$ cat config.mk
export PLATFORM = sky130hd
export DESIGN_NAME = wdtc_top
export DESIGN_NICKNAME = d
export VERILOG_FILES = /design/src/wdtc_pkg.sv /design/src/wdtc_top.sv
export SDC_FILE = /design/constraint.sdc
export NUM_CORES = 1
export LEC_CHECK = 0
export BUFFER_PORTS_ARGS = -buffer_cell sky130_fd_sc_hd__buf_2
export CAP_MARGIN = 20
export CELL_PAD_IN_SITES_DETAIL_PLACEMENT = 1
export CELL_PAD_IN_SITES_GLOBAL_PLACEMENT = 1
export CORE_ASPECT_RATIO = 1.5
export CORE_UTILIZATION = 39
export DETAILED_ROUTE_END_ITERATION = 7
export PLACE_DENSITY = 0.85
export SLEW_MARGIN = 20
export SYNTH_ARGS = -nofsm -noshare
export SYNTH_HDL_FRONTEND = slang
export SYNTH_SLANG_ARGS = --single-unit
$ cat constraint.sdc
create_clock -name pclk -period 3.41 [get_ports pclk]
set_input_delay 0.682 -clock pclk [delete_from_list [all_inputs] [get_ports pclk]]
set_output_delay 0.682 -clock pclk [all_outputs]
set_load 0.005 [all_outputs]
$ cat src/wdtc_pkg.sv
`default_nettype none
package wdtc_pkg;
   // bus geometry
   localparam int unsigned AW = 8;
   localparam int unsigned DW = 32;
   // register byte addresses
   localparam logic [AW-1:0] OFF_CTRL    = 8'h00;
   localparam logic [AW-1:0] OFF_CAUSE   = 8'h04;
   localparam logic [AW-1:0] OFF_IRQ_ST  = 8'h08;
   localparam logic [AW-1:0] OFF_IRQ_MSK = 8'h0c;
   localparam logic [AW-1:0] OFF_RESTART = 8'h10;
   // control and cause field positions
   localparam int unsigned BIT_UNLOCK = 4;
   localparam int unsigned BIT_ON     = 3;
   localparam int unsigned BIT_FLAG   = 3;
   // interrupt status bits
   localparam int unsigned IRQ_TIMEOUT = 0;
   localparam int unsigned IRQ_REFUSED = 1;
   localparam int unsigned IRQ_W       = 2;
   // reset values
   localparam logic [7:0] CTRL_RESET = 8'h00;
   // timing: oscillator derived from the bus clock by a divider
   localparam int unsigned SYS_CLK_HZ = 50_000_000;
   localparam int unsigned OSC_HZ     = 1_000_000;
   localparam int unsigned TICK_DIV   = SYS_CLK_HZ / OSC_HZ;
   localparam int unsigned DIV_W      = 6;
   localparam int unsigned UNLOCK_CYCLES = 4;
   localparam logic [2:0]  UNLOCK_LOAD   = 3'h4;
   localparam logic [2:0]  UNLOCK_LAST   = 3'h1;
   // timeout counts in oscillator cycles, code 0 and width for code 7
   localparam int unsigned BASE_OSC_CYCLES = 16_384;
   localparam int unsigned CNT_W           = 22;

   typedef struct packed
   {
      logic [2:0] rsv;
      logic       unlock;
      logic       on;
      logic [2:0] sel;
   } wdtc_ctrl_t;
endpackage
`default_nettype wire

$ cat src/wdtc_top.sv
// Our own choices: register access over APB and the address map.
`default_nettype none
module wdtc_top #(
   parameter int unsigned BASE_CYCLES = wdtc_pkg::BASE_OSC_CYCLES
) (
   input  wire logic                    pclk,
   input  wire logic                    presetn,
   input  wire logic                    psel,
   input  wire logic                    penable,
   input  wire logic                    pwrite,
   input  wire logic [wdtc_pkg::AW-1:0] paddr,
   input  wire logic [wdtc_pkg::DW-1:0] pwdata,
   input  wire logic [3:0]              pstrb,
   output logic      [wdtc_pkg::DW-1:0] prdata,
   output logic                         pready,
   output logic                         pslverr,
   output logic                         chip_reset,
   output logic                         irq
);

   ////////////////////////////////////////////////////////////////////////////
   // bus decode

   wdtc_pkg::wdtc_ctrl_t             ctrl_q;
   logic [wdtc_pkg::DW-1:0]          prdata_q;
   logic                             pready_q;
   logic                             pslverr_q;
   logic [2:0]                       unlock_cnt_q;
   logic                             flag_q;
   logic [wdtc_pkg::IRQ_W-1:0]       irq_st_q;
   logic [wdtc_pkg::IRQ_W-1:0]       irq_msk_q;
   logic                             irq_q;
   logic                             chip_reset_q;
   logic [wdtc_pkg::DIV_W-1:0]       div_q;
   logic                             tick_q;
   logic [wdtc_pkg::CNT_W-1:0]       cnt_q;
   logic [wdtc_pkg::CNT_W-1:0]       limit;
   logic                             mapped;
   logic                             wr_en;
   logic                             wr_ctrl;
   logic                             wr_unlock;
   logic                             refused;
   logic                             restart;
   logic                             expire;
   logic [wdtc_pkg::DW-1:0]          rd_mux;

   // write commits only at the access edge that sees pready
   assign wr_en     = psel && penable && pready_q && pwrite && !pslverr_q && pstrb[0];
   assign wr_ctrl   = wr_en && (paddr == wdtc_pkg::OFF_CTRL);
   assign wr_unlock = wr_ctrl && pwdata[wdtc_pkg::BIT_UNLOCK];
   assign refused   = wr_ctrl && !pwdata[wdtc_pkg::BIT_ON] && ctrl_q.on && !ctrl_q.unlock;
   assign restart   = wr_en && (paddr == wdtc_pkg::OFF_RESTART);
   assign mapped    = (paddr == wdtc_pkg::OFF_CTRL) || (paddr == wdtc_pkg::OFF_CAUSE) ||
                      (paddr == wdtc_pkg::OFF_IRQ_ST) || (paddr == wdtc_pkg::OFF_IRQ_MSK) ||
                      (paddr == wdtc_pkg::OFF_RESTART);

   // read mux; restart reads as zero
   always_comb
   begin
      rd_mux = '0;
      case (paddr)
         wdtc_pkg::OFF_CTRL:    rd_mux[7:0] = {3'h0, ctrl_q.unlock, ctrl_q.on, ctrl_q.sel};
         wdtc_pkg::OFF_CAUSE:   rd_mux[wdtc_pkg::BIT_FLAG] = flag_q;
         wdtc_pkg::OFF_IRQ_ST:  rd_mux[wdtc_pkg::IRQ_W-1:0] = irq_st_q;
         wdtc_pkg::OFF_IRQ_MSK: rd_mux[wdtc_pkg::IRQ_W-1:0] = irq_msk_q;
         default:               rd_mux = '0;
      endcase
   end

   // one wait-free answer: data and error latched in the setup cycle
   always_ff @(posedge pclk or negedge presetn)
   begin
      if (!presetn)
      begin
         pready_q  <= 1'b0;
         prdata_q  <= '0;
         pslverr_q <= 1'b0;
      end
      else
      begin
         pready_q <= psel && !penable;
         if (psel && !penable)
         begin
            prdata_q  <= rd_mux;
            pslverr_q <= !mapped;
         end
      end
   end

   ////////////////////////////////////////////////////////////////////////////
   // control register

   // reserved bits are never stored, so they cannot leak into a read
   always_ff @(posedge pclk or negedge presetn)
   begin
      if (!presetn)
      begin
         ctrl_q <= wdtc_pkg::CTRL_RESET;
      end
      else
      begin
         ctrl_q.rsv <= 3'h0;
         if (wr_ctrl)
         begin
            ctrl_q.sel <= pwdata[2:0];
            if (pwdata[wdtc_pkg::BIT_ON])
            begin
               ctrl_q.on <= 1'b1;
            end
            else if (ctrl_q.unlock)
            begin
               ctrl_q.on <= 1'b0;
            end
         end
         if (wr_unlock)
         begin
            ctrl_q.unlock <= 1'b1;
         end
         else if (ctrl_q.unlock && unlock_cnt_q == wdtc_pkg::UNLOCK_LAST)
         begin
            ctrl_q.unlock <= 1'b0;
         end
      end
   end

   // window counter in bus cycles; a new unlocking write reloads it
   always_ff @(posedge pclk or negedge presetn)
   begin
      if (!presetn)
      begin
         unlock_cnt_q <= 3'h0;
      end
      else if (wr_unlock)
      begin
         unlock_cnt_q <= wdtc_pkg::UNLOCK_LOAD;
      end
      else if (unlock_cnt_q != 3'h0)
      begin
         unlock_cnt_q <= unlock_cnt_q - 3'h1;
      end
   end

   ////////////////////////////////////////////////////////////////////////////
   // oscillator tick and timeout counter

   // the oscillator is modelled as an enable from the single bus clock, so no
   // crossing logic is needed; a true second clock would need synchronisers
   always_ff @(posedge pclk or negedge presetn)
   begin
      if (!presetn)
      begin
         div_q  <= '0;
         tick_q <= 1'b0;
      end
      else if (div_q == wdtc_pkg::DIV_W'(wdtc_pkg::TICK_DIV - 1))
      begin
         div_q  <= '0;
         tick_q <= 1'b1;
      end
      else
      begin
         div_q  <= div_q + 1'b1;
         tick_q <= 1'b0;
      end
   end

   assign limit  = wdtc_pkg::CNT_W'(BASE_CYCLES) << ctrl_q.sel;
   assign expire = ctrl_q.on && tick_q && !restart && (cnt_q == limit - 1'b1);

   // count restarts on command, while off, and when it fires
   always_ff @(posedge pclk or negedge presetn)
   begin
      if (!presetn)
      begin
         cnt_q <= '0;
      end
      else if (restart || !ctrl_q.on || expire)
      begin
         cnt_q <= '0;
      end
      else if (tick_q)
      begin
         cnt_q <= cnt_q + 1'b1;
      end
   end

   // chip reset is a single-cycle pulse per expiry
   always_ff @(posedge pclk or negedge presetn)
   begin
      if (!presetn)
      begin
         chip_reset_q <= 1'b0;
      end
      else
      begin
         chip_reset_q <= expire;
      end
   end

   // reset cause flag: an expiry in the clearing cycle wins
   always_ff @(posedge pclk or negedge presetn)
   begin
      if (!presetn)
      begin
         flag_q <= 1'b0;
      end
      else if (expire)
      begin
         flag_q <= 1'b1;
      end
      else if (wr_en && paddr == wdtc_pkg::OFF_CAUSE && !pwdata[wdtc_pkg::BIT_FLAG])
      begin
         flag_q <= 1'b0;
      end
   end

   ////////////////////////////////////////////////////////////////////////////
   // interrupts: sticky status, write one to clear, set wins

   always_ff @(posedge pclk or negedge presetn)
   begin
      if (!presetn)
      begin
         irq_st_q  <= '0;
         irq_msk_q <= '0;
         irq_q     <= 1'b0;
      end
      else
      begin
         irq_st_q <= (irq_st_q & ~((wr_en && paddr == wdtc_pkg::OFF_IRQ_ST) ?
                      pwdata[wdtc_pkg::IRQ_W-1:0] : {wdtc_pkg::IRQ_W{1'b0}}))
                     | {refused, expire};
         if (wr_en && paddr == wdtc_pkg::OFF_IRQ_MSK)
         begin
            irq_msk_q <= pwdata[wdtc_pkg::IRQ_W-1:0];
         end
         irq_q <= |(irq_st_q & irq_msk_q);
      end
   end

   assign prdata     = prdata_q;
   assign pready     = pready_q;
   assign pslverr    = pslverr_q;
   assign chip_reset = chip_reset_q;
   assign irq        = irq_q;

   ////////////////////////////////////////////////////////////////////////////
   // checks

   a_rsv_reads_zero: assert property (@(posedge pclk) disable iff (!presetn)
      psel && !penable && !pwrite && paddr == wdtc_pkg::OFF_CTRL |=> prdata_q[7:5] == 3'h0)
      else $error("reserved control bits read nonzero");

   a_unlock_holds: assert property (@(posedge pclk) disable iff (!presetn)
      wr_unlock |=> ctrl_q.unlock[*4])
      else $error("unlock bit dropped early");

   a_unlock_clears: assert property (@(posedge pclk) disable iff (!presetn)
      wr_unlock ##1 (!wr_unlock)[*4] |=> !ctrl_q.unlock)
      else $error("unlock bit not cleared after four cycles");

   a_enable_write: assert property (@(posedge pclk) disable iff (!presetn)
      wr_ctrl && pwdata[wdtc_pkg::BIT_ON] |=> ctrl_q.on)
      else $error("enable write did not start watchdog");

   a_guarded_off: assert property (@(posedge pclk) disable iff (!presetn)
      wr_ctrl && !pwdata[wdtc_pkg::BIT_ON] |=> ctrl_q.on == $past(ctrl_q.on && !ctrl_q.unlock))
      else $error("disable guard misbehaved");

   a_tick_spacing: assert property (@(posedge pclk) disable iff (!presetn)
      tick_q |=> (!tick_q)[*8])
      else $error("oscillator ticks too close");

   a_off_restarts: assert property (@(posedge pclk) disable iff (!presetn)
      !ctrl_q.on |=> cnt_q == '0)
      else $error("count not held while disabled");

   a_reset_pulse: assert property (@(posedge pclk) disable iff (!presetn)
      expire |=> chip_reset_q ##1 !chip_reset_q)
      else $error("chip reset pulse not one cycle");

   a_cause_flag: assert property (@(posedge pclk) disable iff (!presetn)
      $rose(chip_reset_q) |-> flag_q && irq_st_q[wdtc_pkg::IRQ_TIMEOUT])
      else $error("cause flag not set on expiry");

   a_limit_scale: assert property (@(posedge pclk) disable iff (!presetn)
      expire |-> int'(cnt_q) + 1 == int'(BASE_CYCLES) * (1 << ctrl_q.sel))
      else $error("expiry at wrong count");

endmodule
`default_nettype wire

==> results.txt <==
The minimum setup slack after placement is about 0.62 ns. The synthesized netlist contains 55 unique library cells. Sequential cells were found to cover between 40% and 50% of the synthesized design area.

The H-tree generated during clock tree synthesis spans 2 levels. The routed design uses 176 µm of met3 wire. For this configuration, the core starts out at a cell density of 40.47%. Compared with the post-synthesis result, the final layout area differs by 7.607%.

The worst setup path is launched from an input port. The max-cap check violation count came out at 0. The overall routed net length came out at around 6.4 mm. The arrival time at the worst endpoint is 2.72 ns. The shortest clock period the worst path allows after layout came out at between 2 and 2.5 ns. The required arrival time at the worst endpoint is 3.64 ns. The count of final hold-check violations is 0. The most used flip-flop cell after synthesis is sky130_fd_sc_hd__dfrtp_1. Routed signal wires occupy layers up through met4. The root buffer cell chosen for the clock tree is sky130_fd_sc_hd__clkbuf_8. The total half-perimeter wirelength after legalization and detailed placement came out at 4.816 mm.

Once the clock tree was built, the resizer swapped 0 gates to a different size. The post-synthesis cell type with the largest combined area is sky130_fd_sc_hd__dfrtp_1. The final critical path takes up 73.13% of the cycle. The power density over the cells is 378.0 nW/µm².

The number of antenna violations at the first check in global routing is 0. In this run the cell area of the synthesized design comes to between 2000 and 3000 µm². The length of routed met2 wiring is 3.545 mm. The DRC violations left is 0. The final non-filler cell total is 420. For the final routed database, the setup TNS stands at 0 ns. The area of the placeable core came out at around 7300 µm². Counting the buffers created by CTS gives 5. In this run the mean area of a mapped cell was roughly 9.9 µm².

Setup repair after global routing left no endpoint under its margin. The final count of pins violating max slew is 0. The tree built by TritonCTS fans out to 51 sinks. The biggest fanout along the worst timing path came out at 27. The chip width is ~73 µm. The total global routing track utilization is about 18%.

In this run the worst hold path is classified as input port to asynchronous set/reset pin. The die covers roughly 7900 µm². The critical path is of the input port to register type. Cells with a size suffix above 1 make up between 10% and 20% of the layout.

The commonest cells after synthesis are sky130_fd_sc_hd__dfrtp_1, sky130_fd_sc_hd__buf_4, sky130_fd_sc_hd__nor2_1. The total placed cells including tap cells came out at 413. TritonCTS built the clock tree. The number of routed nets with antenna violations came out at 0. In the synthesized netlist, the number of instances is 297. The deepest clock path buffer count came out at 2. The number of filler instances in the final layout is 850.

The static leakage came out at 1.390 nW. The die span in y came out at 108.4 µm. Port buffering added 27 buffers. Clock skew on the completed layout was measured at 0.004952 ns.

The highest attainable clock frequency came out at approximately 0.4 GHz. The flow ran to the end, and the final reports show no timing, DRC or antenna violations. The number of global-route vias before repair was ~2400. In the synthesized netlist the async set-or-reset flop fraction comes to 100.0%. The clock reaches the later pin of the worst-skew pair after 0.31 ns.

The sum of overflow across all layers after global routing is 0. The largest net degree at the start of global routing is 34. By instance count, the leading cell after synthesis is sky130_fd_sc_hd__dfrtp_1. The worst vdd rail ir drop came out at around 0.25 mV. The clock-pin slew reported for the worst setup and hold paths after clock tree synthesis is 0.09 ns. The layout net count came out at 376. The wire length of the first global-routing pass is approximately 11 mm. The actual transition at the worst max-transition pin came out at 0.9292 ns.

The top cell type by area accounts for 43.35% of the synthesized area. In the final routing, the length of wire on met1 measures 2.499 mm. The via count is approximately 2200. STA classifies the critical path endpoint as a register. Yosys printed 0 warnings.

In this run the post-CTS setup repair buffer count came out at 0. The number of synthesized flops with an enable pin is 0. After the first detailed-routing iteration, the DRC count stood at 105. The vias per cell came out at 5.321. The worst setup slack after layout is about 0.9 ns. Row generation in the floorplan step produced 38 rows.

The total of endpoints with negative setup slack in the final report came out at 0. The diode insertion count for antenna repair came out at 0. The headroom to the max-slew limit came out at 37.48%.

The synthesized design contains between 50 and 60 register bits. In this run, post-CTS hold repair placed 0 buffers. Yosys attributes the largest share of cell area to sky130_fd_sc_hd__dfrtp_1, sky130_fd_sc_hd__buf_4, sky130_fd_sc_hd__xor2_1. The placer congestion estimate is 0.7823. Dividing the detail-routed wire length by the instance count gives 15.14 µm.

For this run, the detailed router's first-pass iteration total came to 4. The number of primary I/O pins is 85.
## cell type report
type	count	area, µm²	area share [%]
clock buffer	6	72.57	2.291
sequential	51	1276	40.28
clock inverter	1	30.03	0.9479
inverter	10	37.54	1.185
tap	100	125.1	3.949
timing repair buffer	30	157.7	4.976
multi-input combinational	222	1469	46.37
## cells in the final DEF (no fill, tap or decap), types with 4 or more instances in the layout
master,count
sky130_fd_sc_hd__nor2_1,24
sky130_fd_sc_hd__mux2_2,4
sky130_fd_sc_hd__nand4_1,8
sky130_fd_sc_hd__dfrtp_1,51
sky130_fd_sc_hd__and3_1,5
sky130_fd_sc_hd__inv_1,10
sky130_fd_sc_hd__a21oi_1,7
sky130_fd_sc_hd__buf_2,27
sky130_fd_sc_hd__conb_1,27
sky130_fd_sc_hd__xnor2_1,7
sky130_fd_sc_hd__o2111ai_1,4
sky130_fd_sc_hd__nor3_1,16
sky130_fd_sc_hd__xor2_1,20
sky130_fd_sc_hd__clkbuf_8,5
sky130_fd_sc_hd__mux2i_1,4
sky130_fd_sc_hd__ha_1,7
sky130_fd_sc_hd__nor3_2,5
sky130_fd_sc_hd__nand2_1,16
sky130_fd_sc_hd__nand3_1,14
sky130_fd_sc_hd__o21ai_0,5
## sequential cells by signal (all words and copies together) (netlist names), 2 cells and up
signal        flops
unlock_cnt_q      3
irq_msk_q         2
cnt_q            22
irq_st_q          2
prdata            5
ctrl_q            5
div_q             6
## path summary, 6_finish.rpt
check,endpoint,startpoint,slack [ns],cells after the start
max,cnt_q[19],paddr[2],0.92,7
min,pslverr,presetn,0.43,1
max reg2reg,cnt_q[19],cnt_q[2],1.03,5
min reg2reg,flag_q,flag_q,0.53,2
max in group asynchronous,ctrl_q[3],presetn,2.22,2
min in group pclk,flag_q,flag_q,0.53,2
## power by group
group | total [mW] | switching [mW] | internal [mW]
registers | 0.647 | 0.0178 | 0.629
logic | 0.137 | 0.0790 | 0.0578
clock network | 0.414 | 0.198 | 0.215
total | 1.20 | 0.295 | 0.902
## critical path, stage by stage
cell,delay (ns)
sky130_fd_sc_hd__buf_2,0.16
sky130_fd_sc_hd__or4_1,0.60
sky130_fd_sc_hd__o41ai_4,0.34
sky130_fd_sc_hd__buf_4,0.36
sky130_fd_sc_hd__o2111ai_1,0.21
sky130_fd_sc_hd__xor2_1,0.24
sky130_fd_sc_hd__nor3_2,0.13
## cells by family after synthesis
group | Yosys count | share of synthesized area [%]
buffers and inverters | 50 | 10.07
DFF | 51 | 43.35
adders and majority gates | 7 | 2.975
other | 1 | 0.1274
and+or+nand+nor | 118 | 22.87
xor gates and xnor gates | 27 | 8.032
AOI/OAI and AO/OA | 33 | 8.925
muxes | 10 | 3.655
## stage by stage
step	total power [mW]	cell area (µm²)	hold WS [ns]	util [%]
4_1_cts	1.209	3168	0.4611	43.55
3_5_place_dp	0.7980	3065	0.4959	42.14
6_report	1.197	3168	0.4348	43.55
3_3_place_gp	0.7851	3065	0.4879	42.14
2_1_floorplan	0.7655	3042	0.3864	-
5_1_grt	1.258	3168	0.4912	43.55
## metal layers
metal / vias up / GRT usage (%)
met1: 1123 / 19.04
met2: 49 / 33.51
met5: - / 0
li1: 1049 / -
met3: 14 / 2.889
met4: 0 / 6.583
(Power assumes the default switching activity.)
